[src/comp_irq_pkg.sv]
/*
  Constants for the comparator interrupt enable mask block: register offsets,
  field positions and reset values. Assumes a plain register port with
  byte addresses and 32-bit data.
*/
//
// Behaviour
// RULE1: Writing one to set register bit 0 enables the startup-done interrupt only.
// RULE2: Writing one to set register bit 1 enables the falling-crossing interrupt.
// RULE3: Writing one to set register bit 2 enables the rising-crossing interrupt.
// RULE4: Writing one to set register bit 3 enables the any-crossing interrupt.
// RULE5: Writing one to clear register bit 0 disables startup-done interrupt only.
// RULE6: Writing one to clear register bit 1 disables the falling-crossing interrupt.
// RULE7: Writing one to clear register bit 2 disables the rising-crossing interrupt.
// RULE8: Set, clear and plain mask registers share one enable state; one means enabled.
// RULE9: Clear bit 3 disables any-crossing; reading set or clear returns the mask.
package comp_irq_pkg;

  localparam logic [11:0] mask_offset  = 12'h300;
  localparam logic [11:0] set_offset   = 12'h304;
  localparam logic [11:0] clear_offset = 12'h308;

  localparam int          event_count  = 4;
  localparam int          ready_bit    = 0;
  localparam int          down_bit     = 1;
  localparam int          up_bit       = 2;
  localparam int          any_threshold_event_bit    = 3;

  localparam logic [3:0]  mask_reset   = 4'h0;
  localparam logic [31:0] read_zero    = 32'h0000_0000;

endpackage : comp_irq_pkg

[src/comp_irq_enable.sv]
/*
  Interrupt enable mask for the comparator with write-one-to-set and
  write-one-to-clear access. Assumes the event flags are synchronous to mclk
  and that strobes never arrive together.
*/
// The plain strobed port was chosen for this implementation.
`timescale 1ns/100ps
module comp_irq_enable
  import comp_irq_pkg::*;
(
  input  wire logic        mclk,
  input  wire logic        rst,
  input  wire logic [11:0] addr,
  input  wire logic [31:0] wdata,
  input  wire logic        wr_en,
  input  wire logic        rd_en,
  input  wire logic [3:0]  event_flags,
  output logic [31:0]      rdata,
  output logic [3:0]       irq_enable,
  output logic [3:0]       irq_request
);

  typedef enum logic [1:0] {
    sel_none  = 2'b00,
    sel_mask  = 2'b01,
    sel_set   = 2'b10,
    sel_clear = 2'b11
  } reg_sel_type;

  logic [3:0]  mask_q;
  logic [3:0]  mask_d;
  logic [3:0]  write_bits;
  reg_sel_type reg_sel;
  logic        hit_mask;
  logic        hit_set;
  logic        hit_clear;
  logic        hit_read;

  // One decoder serves both strobes, so a read and a write can never disagree on the map.
  function automatic reg_sel_type decode_sel(input logic [11:0] a);
    reg_sel_type sel;
    sel = sel_none;
    if (a == mask_offset) begin
      sel = sel_mask;
    end else if (a == set_offset) begin
      sel = sel_set;
    end else if (a == clear_offset) begin
      sel = sel_clear;
    end
    return sel;
  endfunction : decode_sel

  function automatic logic [3:0] event_field(input logic [31:0] word);
    return word[event_count-1:0];
  endfunction : event_field

  // Bits above the events read as zero, so software sees no stale upper bits.
  function automatic logic [31:0] read_word(input logic [3:0] mask);
    logic [31:0] word;
    word = read_zero;
    word[event_count-1:0] = mask;
    return word;
  endfunction : read_word

  function automatic logic set_one(input logic old_bit, input logic wr_bit);
    return old_bit | wr_bit;
  endfunction : set_one

  function automatic logic clear_one(input logic old_bit, input logic wr_bit);
    return old_bit & ~wr_bit;
  endfunction : clear_one

  assign reg_sel    = decode_sel(addr);
  assign write_bits = event_field(wdata);
  assign hit_mask   = wr_en && (reg_sel == sel_mask);
  assign hit_set    = wr_en && (reg_sel == sel_set);
  assign hit_clear  = wr_en && (reg_sel == sel_clear);
  assign hit_read   = rd_en && (reg_sel != sel_none);

  // Only ones act, so a set or clear write leaves the other enables untouched; a plain mask write replaces all of them.
  always_comb begin
    mask_d = mask_q;
    if (hit_mask) begin
      mask_d = write_bits; // RULE8
    end
    if (hit_set) begin
      mask_d[ready_bit] = set_one(mask_q[ready_bit], write_bits[ready_bit]); // RULE1
      mask_d[down_bit]  = set_one(mask_q[down_bit], write_bits[down_bit]);   // RULE2
      mask_d[up_bit]    = set_one(mask_q[up_bit], write_bits[up_bit]);       // RULE3
      mask_d[any_threshold_event_bit] = set_one(mask_q[any_threshold_event_bit], write_bits[any_threshold_event_bit]); // RULE4
    end
    if (hit_clear) begin
      mask_d[ready_bit] = clear_one(mask_q[ready_bit], write_bits[ready_bit]); // RULE5
      mask_d[down_bit]  = clear_one(mask_q[down_bit], write_bits[down_bit]);   // RULE6
      mask_d[up_bit]    = clear_one(mask_q[up_bit], write_bits[up_bit]);       // RULE7
      mask_d[any_threshold_event_bit] = clear_one(mask_q[any_threshold_event_bit], write_bits[any_threshold_event_bit]); // RULE9
    end
  end

  always_ff @(posedge mclk) begin
    if (rst) begin
      mask_q <= mask_reset;
    end else begin
      mask_q <= mask_d;
    end
  end

  // The output copy takes the next value so it changes at the same edge as the mask.
  always_ff @(posedge mclk) begin
    if (rst) begin
      irq_enable <= mask_reset;
    end else begin
      irq_enable <= mask_d;
    end
  end

  // Requests lag the flags by one cycle so the output comes from a flop.
  always_ff @(posedge mclk) begin
    if (rst) begin
      irq_request <= mask_reset;
    end else begin
      irq_request <= event_flags & mask_q;
    end
  end

  // Unmapped reads and idle cycles return zero.
  always_ff @(posedge mclk) begin
    if (rst) begin
      rdata <= read_zero;
    end else if (hit_read) begin
      rdata <= read_word(mask_q); // RULE9
    end else begin
      rdata <= read_zero;
    end
  end

  a_set_ready: assert property ( // RULE1
    @(posedge mclk) disable iff (rst)
    hit_set && wdata[ready_bit]
    |=> mask_q[ready_bit]
  ) else $error("set ready failed");

  a_set_keep_ready: assert property ( // RULE1
    @(posedge mclk) disable iff (rst)
    hit_set && !wdata[ready_bit]
    |=> mask_q[ready_bit] == $past(mask_q[ready_bit])
  ) else $error("set keep ready failed");

  a_set_down: assert property ( // RULE2
    @(posedge mclk) disable iff (rst)
    hit_set && wdata[down_bit]
    |=> mask_q[down_bit]
  ) else $error("set down failed");

  a_set_keep_down: assert property ( // RULE2
    @(posedge mclk) disable iff (rst)
    hit_set && !wdata[down_bit]
    |=> mask_q[down_bit] == $past(mask_q[down_bit])
  ) else $error("set keep down failed");

  a_set_up: assert property ( // RULE3
    @(posedge mclk) disable iff (rst)
    hit_set && wdata[up_bit]
    |=> mask_q[up_bit]
  ) else $error("set up failed");

  a_set_keep_up: assert property ( // RULE3
    @(posedge mclk) disable iff (rst)
    hit_set && !wdata[up_bit]
    |=> mask_q[up_bit] == $past(mask_q[up_bit])
  ) else $error("set keep up failed");

  a_set_any_threshold_event: assert property ( // RULE4
    @(posedge mclk) disable iff (rst)
    hit_set
    |=> mask_q == ($past(mask_q) | $past(write_bits))
  ) else $error("set any_threshold_event failed");

  a_set_any: assert property ( // RULE4
    @(posedge mclk) disable iff (rst)
    hit_set && wdata[any_threshold_event_bit]
    |=> mask_q[any_threshold_event_bit]
  ) else $error("set any failed");

  a_set_keep_any: assert property ( // RULE4
    @(posedge mclk) disable iff (rst)
    hit_set && !wdata[any_threshold_event_bit]
    |=> mask_q[any_threshold_event_bit] == $past(mask_q[any_threshold_event_bit])
  ) else $error("set keep any failed");

  a_clear_ready: assert property ( // RULE5
    @(posedge mclk) disable iff (rst)
    hit_clear
    |=> mask_q == ($past(mask_q) & ~$past(write_bits))
  ) else $error("clear keep failed");

  a_clear_startup: assert property ( // RULE5
    @(posedge mclk) disable iff (rst)
    hit_clear && wdata[ready_bit]
    |=> !mask_q[ready_bit]
  ) else $error("clear startup failed");

  a_clear_keep_ready: assert property ( // RULE5
    @(posedge mclk) disable iff (rst)
    hit_clear && !wdata[ready_bit]
    |=> mask_q[ready_bit] == $past(mask_q[ready_bit])
  ) else $error("clear keep ready failed");

  a_clear_down: assert property ( // RULE6
    @(posedge mclk) disable iff (rst)
    hit_clear && wdata[down_bit]
    |=> !mask_q[down_bit]
  ) else $error("clear down failed");

  a_clear_keep_down: assert property ( // RULE6
    @(posedge mclk) disable iff (rst)
    hit_clear && !wdata[down_bit]
    |=> mask_q[down_bit] == $past(mask_q[down_bit])
  ) else $error("clear keep down failed");

  a_clear_up: assert property ( // RULE7
    @(posedge mclk) disable iff (rst)
    hit_clear && wdata[up_bit]
    |=> !mask_q[up_bit]
  ) else $error("clear up failed");

  a_clear_keep_up: assert property ( // RULE7
    @(posedge mclk) disable iff (rst)
    hit_clear && !wdata[up_bit]
    |=> mask_q[up_bit] == $past(mask_q[up_bit])
  ) else $error("clear keep up failed");

  a_clear_any: assert property ( // RULE9
    @(posedge mclk) disable iff (rst)
    hit_clear && wdata[any_threshold_event_bit]
    |=> !mask_q[any_threshold_event_bit]
  ) else $error("clear any failed");

  a_clear_keep_any: assert property ( // RULE9
    @(posedge mclk) disable iff (rst)
    hit_clear && !wdata[any_threshold_event_bit]
    |=> mask_q[any_threshold_event_bit] == $past(mask_q[any_threshold_event_bit])
  ) else $error("clear keep any failed");

  a_mask_write: assert property ( // RULE8
    @(posedge mclk) disable iff (rst)
    hit_mask
    |=> irq_enable == $past(write_bits)
  ) else $error("mask write failed");

  a_idle_hold: assert property ( // RULE8
    @(posedge mclk) disable iff (rst)
    !hit_mask && !hit_set && !hit_clear
    |=> mask_q == $past(mask_q)
  ) else $error("idle hold failed");

  a_read_plain: assert property ( // RULE8
    @(posedge mclk) disable iff (rst)
    rd_en && addr == mask_offset
    |=> rdata == read_word($past(mask_q))
  ) else $error("plain read failed");

  a_read_mask: assert property ( // RULE9
    @(posedge mclk) disable iff (rst)
    rd_en && addr == set_offset
    |=> rdata == read_word($past(mask_q))
  ) else $error("read back failed");

  a_read_clear: assert property ( // RULE9
    @(posedge mclk) disable iff (rst)
    rd_en && addr == clear_offset
    |=> rdata == read_word($past(mask_q))
  ) else $error("clear read failed");

  a_read_idle: assert property (
    @(posedge mclk) disable iff (rst)
    !(rd_en && (addr == mask_offset || addr == set_offset || addr == clear_offset))
    |=> rdata == read_zero
  ) else $error("idle read failed");

  a_request_masked: assert property (
    @(posedge mclk) disable iff (rst)
    1'b1
    |=> (irq_request & ~$past(mask_q)) == 4'h0
  ) else $error("masked request failed");

  a_request_ready: assert property (
    @(posedge mclk) disable iff (rst)
    event_flags[ready_bit] && mask_q[ready_bit]
    |=> irq_request[ready_bit]
  ) else $error("ready request failed");

  a_request_down: assert property (
    @(posedge mclk) disable iff (rst)
    event_flags[down_bit] && mask_q[down_bit]
    |=> irq_request[down_bit]
  ) else $error("down request failed");

  a_request_up: assert property (
    @(posedge mclk) disable iff (rst)
    event_flags[up_bit] && mask_q[up_bit]
    |=> irq_request[up_bit]
  ) else $error("up request failed");

  a_request_any: assert property (
    @(posedge mclk) disable iff (rst)
    event_flags[any_threshold_event_bit] && mask_q[any_threshold_event_bit]
    |=> irq_request[any_threshold_event_bit]
  ) else $error("any request failed");

  a_reset_values: assert property (
    @(posedge mclk)
    rst
    |=> mask_q == mask_reset && irq_enable == mask_reset && irq_request == mask_reset && rdata == read_zero
  ) else $error("reset values failed");

endmodule : comp_irq_enable

[config.mk]
export PLATFORM = sky130hd
export DESIGN_NAME = comp_irq_enable
export DESIGN_NICKNAME = d
export VERILOG_FILES = /design/src/comp_irq_pkg.sv /design/src/comp_irq_enable.sv
export SDC_FILE = /design/constraint.sdc
export NUM_CORES = 1
export LEC_CHECK = 0
export ABC_AREA = 1
export BUFFER_PORTS_ARGS = -buffer_cell sky130_fd_sc_hd__buf_2
export CAP_MARGIN = 15
export CORE_ASPECT_RATIO = 1.2
export CORE_MARGIN = 2
export CORE_UTILIZATION = 33
export DETAILED_ROUTE_END_ITERATION = 7
export PLACE_DENSITY_LB_ADDON = 0.2
export SYNTH_ARGS = -nofsm -noshare
export SYNTH_HDL_FRONTEND = slang
export SYNTH_SLANG_ARGS = --single-unit
[constraint.sdc]
create_clock -name mclk -period 1.3 [get_ports mclk]
set_input_delay 0.13 -clock mclk [delete_from_list [all_inputs] [get_ports mclk]]
set_output_delay 0.13 -clock mclk [all_outputs]
set_load 0.03 [all_outputs]
==> reports/summary.txt <==
Status -> complete, no violations
Critical Path RT -> 1.51 ns
Clock share of power -> 0.343
Power Internal -> 0.571 mW
Filler cell count -> 263
Post-Synthesis Cell Area -> 820 um2
Drt pass-1 iters -> 4
Layout cells sized above 1 -> 0.342
Multi-input logic area -> 422 um2
All-Layer GR Usage -> 0.101
Largest family of logic cells by synthesized area -> simple AND/OR/NAND/NOR gates
Setup TNS Final -> 0 ns
Leading cell type in the layout, fill and taps excluded -> buf_2
First-pass GRT wire length -> 2.29 mm
Worst Setup End Kind -> register
Port bufs -> 35
Yosys warnings -> 0
Worst path max stage delay -> 0.36 ns
Largest net degree at the start of global routing -> 8
Total detailed-routing wirelength -> 1.42 mm
Io pins -> 92
P_leak -> 0.549 nW
Num rows -> 19
GPL Wtd Cong -> 0.745
Combinational power share -> 0.215
H-tree levels -> 1
Initial Utilization -> 0.352
Complex-gate fraction of the synthesized area -> 0.0565
Initial antenna violation count -> 0
Postcts setup bufs -> 0
Root Driver -> clkbuf_4
HPWL after DPL -> 1.25 mm
CP cell instances -> inv_1 > or2_2 > nor2_1 > nor2_1 > nor2_1
Residual DRC count -> 0
Min-Delay Path Class -> in -> reg
Crit path kind -> reg -> reg
Avg Vias per Cell -> 3.78
Reg power frac -> 0.442
Hold Slack -> 0.0779 ns
Average size of a mapped cell -> 7.00 um2
RSZ-0062 raised after global routing -> no
Tcrit/Tclk final -> 0.770
CP bufs+invs -> 1
Routed length per instance -> 7.61 um
Final Net Count -> 208
Simple-Gate Fraction of Synth Area -> 0.330
# diodes -> 0
Switching share of power -> 0.313
Worst VDD drop -> 389 uV
CP max stage cell -> dfxtp_1
Final Max Tran Viols -> 0
Final hold violations -> 0
Core Area -> 2330 um2
Synth Instances -> 117
Mux contribution to synthesized area -> 0
CTS Buffer Depth -> 2
Die ar. -> 2900 um2
Fin cells -> 186
Post-DRT Antenna Nets -> 0
Placed Instances -> 182
CP Launch Type -> register
Drt first-iter violations -> 1
Yosys reg bits -> 12
Total net switching power -> 0.260 mW
Worst-path maximum fanout -> 3
Synth Area in Adders -> 0
Worst skew pair latency -> 0.27 ns
Die W -> 49.5 um
Cell variety after synth -> 18
CTS tree -> done
Vias in the first global route -> 600
# Max-Cap Violations -> 0
Storage element area -> 240 um2
Post_cts resized -> 0
CP delay by family, top -> simple AND/OR/NAND/NOR gates
Most frequent cells in the layout -> 35 x buf_2, 28 x conb_1, 23 x nand2_1, 21 x nor2_1, 12 x dfxtp_1
XOR/XNOR Fraction of Synth Area -> 0
Min Tclk post-route -> 1.00 ns
PD cells -> 864 nW/um2
# clock sinks -> 12
Total power -> 0.830 mW
Post-synthesis sequential area ratio -> 0.293
Area grow syn2layout -> 17.3%
Clock Skew -> 0.000457 ns
Die height -> 58.6 um
Reg clk slew, reported paths -> 0.07 ns
CTS buffer count -> 3
Arr. time, crit path -> 1.21 ns
Vias -> 704
Final setup viols -> 0
Hold buffer count at CTS -> 0
Max Fclk -> 999 MHz
GRT overflow -> 0
Most frequent CP cell -> nor2_1
layer usage:
metal	GRT usage	wire, um
met1	0.108	559
met4	0.0595	29
met3	0.0178	161
met5	0	0
met2	0.187	667
stage by stage:
stage | util | cell area (um2) | setup slack [ns]
after floorplan | - | 921 | 0.165
after global placement | 0.397 | 925 | 0.0945
after detailed placement | 0.397 | 925 | 0.0702
after CTS | 0.412 | 961 | 0.297
after global routing | 0.412 | 961 | 0.233
final | 0.412 | 961 | 0.299
area by class of cell:
type	count	area share
Multi-Input combinational cell	91	0.439
Sequential cell	12	0.250
Timing Repair Buffer	35	0.182
Inverter	13	0.0508
Tap cell	31	0.0404
Clock buffer	4	0.0378
worst paths after layout:
kind	start	endpoint	slack, ns	cells after the start
setup reg to reg	irq_enable[1]	irq_enable[1]	0.30	5
hold reg to reg	irq_enable[2]	irq_request[2]	0.45	2
hold / removal	event_flags[1]	irq_request[1]	0.08	3
setup / recovery	irq_enable[1]	irq_enable[1]	0.30	5
worst register-to-register path, stage by stage (launching register included):
cell and delay [ns]:
dfxtp_1 0.36, inv_1 0.08, or2_2 0.28, nor2_1 0.11, nor2_1 0.05, nor2_1 0.07
synthesized netlist by cell type (all sizes together):
master    n  area (um2)
a21oi     3        18.8
nor2     24         108
nand2    25        98.8
conb      1        3.75
dfxtp    12         240
nand3b    1        20.0
o2111ai   1        15.0
nand4     1        6.26
buf      28         210
nand3     5        25.0
o211ai    1        12.5
or2       2        12.5
inv      13        48.8
power groups by stage:
| stage | Sequential [mW] | Clock, mW | Combinational, mW |
|---|---|---|---|
| 3_3_place_gp | 0.376 | 0 | 0.175 |
| 5_1_grt | 0.367 | 0.318 | 0.192 |
| 2_1_floorplan | 0.376 | 0 | 0.196 |
| 3_5_place_dp | 0.376 | 0 | 0.177 |
| 6_report | 0.367 | 0.285 | 0.179 |
| 4_1_cts | 0.367 | 0.295 | 0.177 |
kinds of logic (layout without fill, tap and decap cells):
logic type	Yosys count	in the layout
AOI/OAI and AO/OA	5	5
buffers and inverters	41	52
DFF	12	12
other	1	28
and+or+nand+nor	58	58
state kept, by name (all words and copies together), names as in the netlist:
register     count
rdata            4
irq_enable       4
irq_request      4
Power figures use the tool's default switching activity.
